`src/common/pattern_pkg.sv`:
```
// Constants, register map and carrier types of the timing pattern output block
// Assumes a 32-bit classic Wishbone slave port and a single 200 MHz sys_clk
//
// Summary of operation
// - Pin driven when function 11 and enabled
// - Selected trigger copies staged pattern into latch
// - Up to 16 bits update per trigger
// - Gap group: match A copies all enabled bits
// - Gap group: match B copies only zeros
// - Falls on B, rises delayed to A
// - Capture strobe triggers like compare A
// - Refill by DMA or interrupt routine writes
// - Mask F8 limits updates to five pins
// - Four-phase test: FF, gap groups, 95
// - Two-bit select picks channel, resets to 3
// - Disabled bits never transfer, hold value
// - Ordinary group ignores compare B
package pattern_pkg;

    localparam int unsigned NUM_BITS = 16;
    localparam int unsigned GRP_W    = 4;
    localparam int unsigned NUM_GRP  = 4;
    localparam int unsigned NUM_CH   = 4;

    // Byte offsets of the registers
    localparam logic [7:0] OFS_LATCH    = 8'h00;
    localparam logic [7:0] OFS_FUNC_UP  = 8'h04;
    localparam logic [7:0] OFS_FUNC_LO  = 8'h08;
    localparam logic [7:0] OFS_ENABLE   = 8'h0C;
    localparam logic [7:0] OFS_STAGED   = 8'h10;
    localparam logic [7:0] OFS_TRIG_SEL = 8'h14;
    localparam logic [7:0] OFS_GAP_MODE = 8'h18;
    localparam logic [7:0] OFS_PINS     = 8'h1C;
    localparam logic [7:0] OFS_XFER_CNT = 8'h20;

    // Values after reset
    localparam logic [15:0] RST_LATCH    = 16'h0000;
    localparam logic [15:0] RST_FUNC     = 16'h0000;
    localparam logic [15:0] RST_ENABLE   = 16'h0000;
    localparam logic [15:0] RST_STAGED   = 16'h0000;
    localparam logic [7:0]  RST_TRIG_SEL = 8'hFF;
    localparam logic [3:0]  RST_GAP_MODE = 4'h0;
    localparam logic [15:0] RST_XFER_CNT = 16'h0000;

    // Upper nibble of the mode register always reads as ones
    localparam logic [3:0]  GAP_MODE_RSVD = 4'hF;
    localparam logic [1:0]  FUNC_PATTERN  = 2'b11;
    localparam logic [31:0] RDATA_NONE    = 32'h0000_0000;

    typedef struct packed {
        logic [NUM_CH-1:0] match_a;
        logic [NUM_CH-1:0] match_b;
        logic [NUM_CH-1:0] capture_a;
    } timer_evt_t;

    typedef struct packed {
        logic [NUM_BITS-1:0] level;
        logic [NUM_BITS-1:0] oe;
    } pattern_pins_t;

    typedef struct packed {
        logic [15:0] latch;
        logic [15:0] func_up;
        logic [15:0] func_lo;
        logic [15:0] enable;
        logic [15:0] staged;
        logic [7:0]  trig_sel;
        logic [3:0]  gap_mode;
        logic [15:0] oe;
        logic [15:0] xfer_cnt;
        logic        ack;
        logic [31:0] rdata;
    } unit_state_t;

    localparam unit_state_t UNIT_RST = '{
        latch:    RST_LATCH,
        func_up:  RST_FUNC,
        func_lo:  RST_FUNC,
        enable:   RST_ENABLE,
        staged:   RST_STAGED,
        trig_sel: RST_TRIG_SEL,
        gap_mode: RST_GAP_MODE,
        oe:       RST_ENABLE,
        xfer_cnt: RST_XFER_CNT,
        ack:      1'b0,
        rdata:    RDATA_NONE
    };

endpackage : pattern_pkg

```
`src/hdl/pattern_group.sv`:
```
// One output group: next value of its latch bits for the current triggers
// Assumes trigger strobes already chosen for this group's channel
`timescale 1ns/1ps
module pattern_group #(
    parameter int unsigned W = 4
) (
    input  wire logic [W-1:0] latch,
    input  wire logic [W-1:0] staged,
    input  wire logic [W-1:0] enable,
    input  wire logic         gap_mode,
    input  wire logic         hit_a,
    input  wire logic         hit_b,
    output logic      [W-1:0] latch_nxt,
    output logic              moved
);

    always_comb begin
        latch_nxt = latch;
        moved     = 1'b0;
        if (hit_a) begin
            // Match A wins when both land together
            latch_nxt = (latch & ~enable) | (staged & enable);
            moved     = 1'b1;
        end else if (hit_b && gap_mode) begin
            // Only zeros fall early; ones wait for match A
            latch_nxt = latch & ~(enable & ~staged);
            moved     = 1'b1;
        end
    end

endmodule : pattern_group

```
`src/hdl/pattern_output_unit.sv`:
```
// Timing pattern output unit with its register file on classic Wishbone
// Assumes timer strobes are one-cycle pulses on sys_clk, no synchroniser needed
`timescale 1ns/1ps
module pattern_output_unit
    import pattern_pkg::*;
(
    input  wire logic          sys_clk,
    input  wire logic          rst_n,
    input  wire logic          wb_cyc_i,
    input  wire logic          wb_stb_i,
    input  wire logic          wb_we_i,
    input  wire logic [7:0]    wb_adr_i,
    input  wire logic [3:0]    wb_sel_i,
    input  wire logic [31:0]   wb_dat_i,
    output logic      [31:0]   wb_dat_o,
    output logic               wb_ack_o,
    input  wire timer_evt_t    timer_evt,
    output pattern_pins_t      pins
);

    unit_state_t         s_r;
    unit_state_t         s_nxt;
    logic                req;
    logic                wr;
    logic                rd;
    logic [15:0]         bus_latch;
    logic [15:0]         grp_latch;
    logic [NUM_GRP-1:0]  grp_moved;
    logic [NUM_CH-1:0]   trig_a;
    logic [15:0]         func_on;

    // Byte-lane merge of a 16-bit register
    function automatic logic [15:0] merge16(
        input logic [15:0] old,
        input logic [31:0] dat,
        input logic [3:0]  sel
    );
        logic [15:0] res;
        res = old;
        if (sel[0]) begin
            res[7:0] = dat[7:0];
        end
        if (sel[1]) begin
            res[15:8] = dat[15:8];
        end
        return res;
    endfunction : merge16

    // Byte-lane merge of an 8-bit register
    function automatic logic [7:0] merge8(
        input logic [7:0]  old,
        input logic [31:0] dat,
        input logic [3:0]  sel
    );
        logic [7:0] res;
        res = old;
        if (sel[0]) begin
            res = dat[7:0];
        end
        return res;
    endfunction : merge8

    // Pins whose two-bit function field holds the pattern code
    function automatic logic [15:0] pattern_func(
        input logic [15:0] up,
        input logic [15:0] lo
    );
        logic [15:0] res;
        res = 16'h0000;
        for (int k = 0; k < 8; k++) begin
            res[k]     = (lo[2*k +: 2] == FUNC_PATTERN);
            res[k + 8] = (up[2*k +: 2] == FUNC_PATTERN);
        end
        return res;
    endfunction : pattern_func

    // One answer per request; ack drops the cycle after it rose
    assign req = wb_cyc_i & wb_stb_i & ~s_r.ack;
    assign wr  = req & wb_we_i;
    assign rd  = req & ~wb_we_i;

    // Capture on register A stands in for compare A
    assign trig_a = timer_evt.match_a | timer_evt.capture_a;

    assign func_on = pattern_func(s_r.func_up, s_r.func_lo);

    // Software write to the latch first; a trigger on the same edge
    // overrides the enabled bits it moves
    always_comb begin
        bus_latch = s_r.latch;
        if (wr && wb_adr_i == OFS_LATCH) begin
            bus_latch = merge16(s_r.latch, wb_dat_i, wb_sel_i);
        end
    end

    // Each group picks its own channel and mode
    for (genvar g = 0; g < NUM_GRP; g++) begin : g_grp
        logic [1:0] ch;
        logic       hit_a;
        logic       hit_b;

        assign ch    = s_r.trig_sel[2*g +: 2];
        assign hit_a = trig_a[ch];
        assign hit_b = timer_evt.match_b[ch];

        pattern_group #(
            .W (GRP_W)
        ) u_grp (
            .latch     (bus_latch[GRP_W*g +: GRP_W]),
            .staged    (s_r.staged[GRP_W*g +: GRP_W]),
            .enable    (s_r.enable[GRP_W*g +: GRP_W]),
            .gap_mode  (s_r.gap_mode[g]),
            .hit_a     (hit_a),
            .hit_b     (hit_b),
            .latch_nxt (grp_latch[GRP_W*g +: GRP_W]),
            .moved     (grp_moved[g])
        );
    end

    always_comb begin
        s_nxt       = s_r;
        s_nxt.ack   = req;
        s_nxt.rdata = RDATA_NONE;

        // Register reads; unmapped offsets answer with zero
        if (rd) begin
            case (wb_adr_i)
                OFS_LATCH: begin
                    s_nxt.rdata = {16'h0000, s_r.latch};
                end
                OFS_FUNC_UP: begin
                    s_nxt.rdata = {16'h0000, s_r.func_up};
                end
                OFS_FUNC_LO: begin
                    s_nxt.rdata = {16'h0000, s_r.func_lo};
                end
                OFS_ENABLE: begin
                    s_nxt.rdata = {16'h0000, s_r.enable};
                end
                OFS_STAGED: begin
                    s_nxt.rdata = {16'h0000, s_r.staged};
                end
                OFS_TRIG_SEL: begin
                    s_nxt.rdata = {24'h00_0000, s_r.trig_sel};
                end
                OFS_GAP_MODE: begin
                    s_nxt.rdata = {24'h00_0000, GAP_MODE_RSVD, s_r.gap_mode};
                end
                OFS_PINS: begin
                    s_nxt.rdata = {s_r.oe, s_r.latch};
                end
                OFS_XFER_CNT: begin
                    s_nxt.rdata = {16'h0000, s_r.xfer_cnt};
                end
                default: begin
                    s_nxt.rdata = RDATA_NONE;
                end
            endcase
        end

        // Register writes; the latch write is folded into bus_latch
        if (wr) begin
            case (wb_adr_i)
                OFS_FUNC_UP: begin
                    s_nxt.func_up = merge16(s_r.func_up, wb_dat_i, wb_sel_i);
                end
                OFS_FUNC_LO: begin
                    s_nxt.func_lo = merge16(s_r.func_lo, wb_dat_i, wb_sel_i);
                end
                OFS_ENABLE: begin
                    s_nxt.enable = merge16(s_r.enable, wb_dat_i, wb_sel_i);
                end
                OFS_STAGED: begin
                    // Refill from processor or DMA alike
                    s_nxt.staged = merge16(s_r.staged, wb_dat_i, wb_sel_i);
                end
                OFS_TRIG_SEL: begin
                    s_nxt.trig_sel = merge8(s_r.trig_sel, wb_dat_i, wb_sel_i);
                end
                OFS_GAP_MODE: begin
                    if (wb_sel_i[0]) begin
                        s_nxt.gap_mode = wb_dat_i[3:0];
                    end
                end
                default: begin
                    s_nxt.rdata = RDATA_NONE;
                end
            endcase
        end

        // Staged-to-latch copy lands on this edge
        s_nxt.latch = grp_latch;

        // Count trigger events that moved any group; a write clears it,
        // but an event in the same cycle still counts
        if (wr && wb_adr_i == OFS_XFER_CNT) begin
            s_nxt.xfer_cnt = 16'h0000;
        end
        if (|grp_moved) begin
            s_nxt.xfer_cnt = s_nxt.xfer_cnt + 16'h0001;
        end

        // Drive only where function and enable both agree
        s_nxt.oe = func_on & s_r.enable;
    end

    always_ff @(posedge sys_clk or negedge rst_n) begin
        if (!rst_n) begin
            s_r <= UNIT_RST;
        end else begin
            s_r <= s_nxt;
        end
    end

    // Level follows the latch even where the pin is not driven,
    // so software sees the value it will get once enabled
    assign pins.level = s_r.latch;
    assign pins.oe    = s_r.oe;
    assign wb_dat_o   = s_r.rdata;
    assign wb_ack_o   = s_r.ack;

endmodule : pattern_output_unit

```
`config.mk`:
```
export PLATFORM = sky130hd
export DESIGN_NAME = pattern_output_unit
export DESIGN_NICKNAME = d
export VERILOG_FILES = /design/src/common/pattern_pkg.sv /design/src/hdl/pattern_group.sv /design/src/hdl/pattern_output_unit.sv
export SDC_FILE = /design/constraint.sdc
export NUM_CORES = 1
export LEC_CHECK = 0
export BUFFER_PORTS_ARGS = -buffer_cell sky130_fd_sc_hd__buf_2
export CAP_MARGIN = 40
export CORE_MARGIN = 5
export CORE_UTILIZATION = 50
export CTS_CLUSTER_SIZE = 12
export DETAILED_ROUTE_END_ITERATION = 6
export GPL_TIMING_DRIVEN = 0
export PLACE_DENSITY = 0.81
export SETUP_SLACK_MARGIN = 0.15
export SLEW_MARGIN = 20
export SYNTH_ARGS = -nofsm -noshare
export SYNTH_HDL_FRONTEND = slang
export SYNTH_SLANG_ARGS = --single-unit
export TNS_END_PERCENT = 30
```
`constraint.sdc`:
```
create_clock -name sys_clk -period 2.5 [get_ports sys_clk]
set_clock_uncertainty 0.05 [all_clocks]
set_input_delay 0.25 -clock sys_clk [delete_from_list [all_inputs] [get_ports sys_clk]]
set_output_delay 0.25 -clock sys_clk [all_outputs]
set_load 0.1 [all_outputs]
```
==> results.ini <==
[outcome]
run_status=finished, final reports clean

[sta]
setup_violations=0
tns_ns=0
slew_viol_final=0
min_period_over_period_pct=93.7
grt_setup_unrepaired=yes
worstMarginPinSlew_ns=0.839
relSlewSlack_pct=43.2
finalCriticalPeriod_ns=2.34
max_freq_mhz=427
hold_viol=0

[setup_path]
cp.arrival_ns=2.60
rrSetupSlack_ns=0.16
r2r_cells=6
crit_path_end_kind=flop
r2r_start=g_grp[0].ch[1]
worst_r2r_endpoint=s_r[34]
max_stage_delay_ns=0.56
cp_max_fo=10
cp_slowest_cell=dfstp_2
critPathKind=flop to flop
required_ns=2.76
crit_chain=mux4_2, a21o_4, nor4_4, buf_6, buf_8, mux2_4
start_kind=flop

[global_route]
grt_max_degree=104
grt_pass1_wl_um=31600
overflow=0
antenna_found_initial=0
grt_pass1_vias=5767
grt_usage_pct=22.9

[yosys]
syn-num-nets=708
synthTopCellsByArea=dfrtp_1, mux2_2, buf_4
yosys.cell_types.count=52
synth_top_area_cell=dfrtp_1
synthFlopType=dfrtp_1
yosysSeqAreaShare_pct=52.0
netlist_instances=646
ys_warn_count=0
synth-async-reset-ratio_pct=100
synth.ff_latch_count=157
synth_top_area_share_pct=49.2
synth-edff-count=0
synth.avg_cell_area_um2=11.7
netlist_area_um2=7580

[final_layout]
fill_cells=1169
areaGrowthSynthToFinish_pct=21.4
mostFrequentLayoutCell=dfrtp_1
stdcell_count=993
most-common-layout-cells=dfrtp_1, buf_2, buf_4, mux2_2, nand2_1
final_util_pct=61.2
n_antenna_cell=0
final_area_um2=9200
drive_above_1_share_pct=41.5
fin_nets=856

[routing]
vias=5992
dr.first_iter.drc_count=760
drtAntennaViolNets=0
remaining_drc_errors=0
drtPass1Iterations=6
via_per_inst=6.03
wl_per_cell_um=20.5
drt-total-wl_um=20300

[clock_tree]
cts_tree=done
numCtsBuffers=17
cts_buffer_depth=2
path_clk_slew_ns=0.06
cts.htree.levels=4
cts.sinks=157
clk-insertion-delay-late_ns=0.43
cts-root-buf=clkbuf_16

[placement]
dp_hpwl_um=14300
gp_congestion=0.961
place_inst=941
io_buffers=106
dpl-instance-area_um2=8390

[power_and_ir_drop]
leakagePower_nw=4.62
power.share.combinational_pct=12.7
seq_power_share_pct=45.5
totalPowerFinal_mw=6.19
clkPwrFrac_pct=41.8
sw_frac_of_total_pct=26.9
power_switching_mw=1.67
max-vdd-ir-drop_uv=456
p_int_mw=4.52
p_per_area_nw_per_um2=673

[worst_hold_path]
worstHoldPathType=primary input to flop
hold_end=s_r[121]
worstHoldStart=wb_dat_i[12]
hold_depth=2

[die]
core.rowCount=45
fp.dieArea_um2=17700
initial_core_util_pct=50.4
core-area_um2=15000
die-height_um=133
ioPinCount=126
die_width_um=133

[run]
max-cap-violations=0

[flip-flops by register name, indices dropped and copies added, names as in the netlist]
| register | cells |
|---|---|
| s_r | 84 |
| pins | 32 |
| wb_dat_o | 32 |
| g_grp.ch | 8 |
| wb_ack_o | 1 |
[metrics by stage]
stage                     setup slack, ns  hold WS [ns]
final                               0.158        0.0743
after global routing                0.115        0.0789
after CTS                          0.0753        0.0702
after detailed placement           -0.467         0.147
after global placement              -1.62         0.413
after floorplan                     0.130       -0.0956
[cells by family (layout without fill, tap and decap cells)]
logic type / Yosys count / after routing / share of synthesized area (%)
muxes: 105 / 105 / 16.5
buffers and inverters: 106 / 265 / 8.62
DFF: 157 / 157 / 52.0
and+or+nand+nor: 163 / 163 / 11.4
adders and majority gates: 1 / 1 / 0.165
xor gates and xnor gates: 2 / 2 / 0.231
AOI/OAI and AO/OA: 112 / 112 / 11.0
[cells in the mapped netlist, types with 4 or more instances]
library cell / count
and3_1: 24
nand3_1: 15
a32oi_1: 19
or2_1: 4
buf_4: 64
a21oi_1: 27
mux4_2: 7
a22oi_1: 12
inv_1: 17
nand2_1: 50
or4_1: 5
a22o_1: 5
and2_1: 20
o21ai_0: 5
mux2_2: 78
nor4_1: 4
nor2_1: 18
clkbuf_1: 22
o31ai_1: 6
dfstp_2: 8
nor3_1: 4
nand2b_1: 4
a222oi_1: 15
dfrtp_1: 149
mux2i_1: 19
[how the worst max path moves through the flow]
stage                     cells after the start           end      startpoint  slack, ns
after floorplan                               5       s_r[34]  g_grp[0].ch[1]       0.13
after global placement                        1      wb_ack_o           rst_n      -1.62
after CTS                                     7       s_r[38]  g_grp[2].ch[1]       0.08
after global routing                          6       s_r[34]  g_grp[0].ch[1]       0.11
final                                         6       s_r[34]  g_grp[0].ch[1]       0.16
after detailed placement                      9  wb_dat_o[10]     wb_adr_i[7]      -0.47
[routing by layer]
layer	track usage, %	wire [um]
met3	5.32	1960
met2	35.9	9450
met1	31.2	8200
met5	0	0
met4	9.03	726
[power groups by stage]
stage / combinational [mW] / sequential [mW] / clock, mW
after floorplan: 0.551 / 2.79 / 0
after global placement: 0.732 / 2.84 / 0
after detailed placement: 0.761 / 2.84 / 0
after CTS: 0.769 / 2.80 / 2.61
after global routing: 0.839 / 2.82 / 2.71
final: 0.786 / 2.81 / 2.59
[cell type report]
cell class | count | area (um2) | area share, %
clock buffers | 25 | 515 | 5.60
clock inverters | 5 | 80.1 | 0.871
well taps | 188 | 235 | 2.56
plain buffers | 89 | 601 | 6.53
flip-flops and latches | 157 | 3940 | 42.9
repair buffers | 129 | 737 | 8.01
multi-input cells | 383 | 3020 | 32.9
inverters | 17 | 63.8 | 0.694
[worst max-delay path: cells and delay by family (launching register included)]
kind,cells,cell delay [ns]
multiplexers,2,0.82
flip-flops,1,0.56
buffers and inverters,2,0.30
AND/OR/NAND/NOR,1,0.28
AO/OA/AOI/OAI,1,0.22
[repair_timing]
action                                 4_1_cts  5_1_grt
hold buffers                                 1        0
buffers inserted                             8       12
endpoints found under the hold margin       54        0
resized for setup                            5       14
pin swaps                                    1        2
setup endpoints to repair                   36       52
No activity file was read; power rests on OpenSTA's default activity.
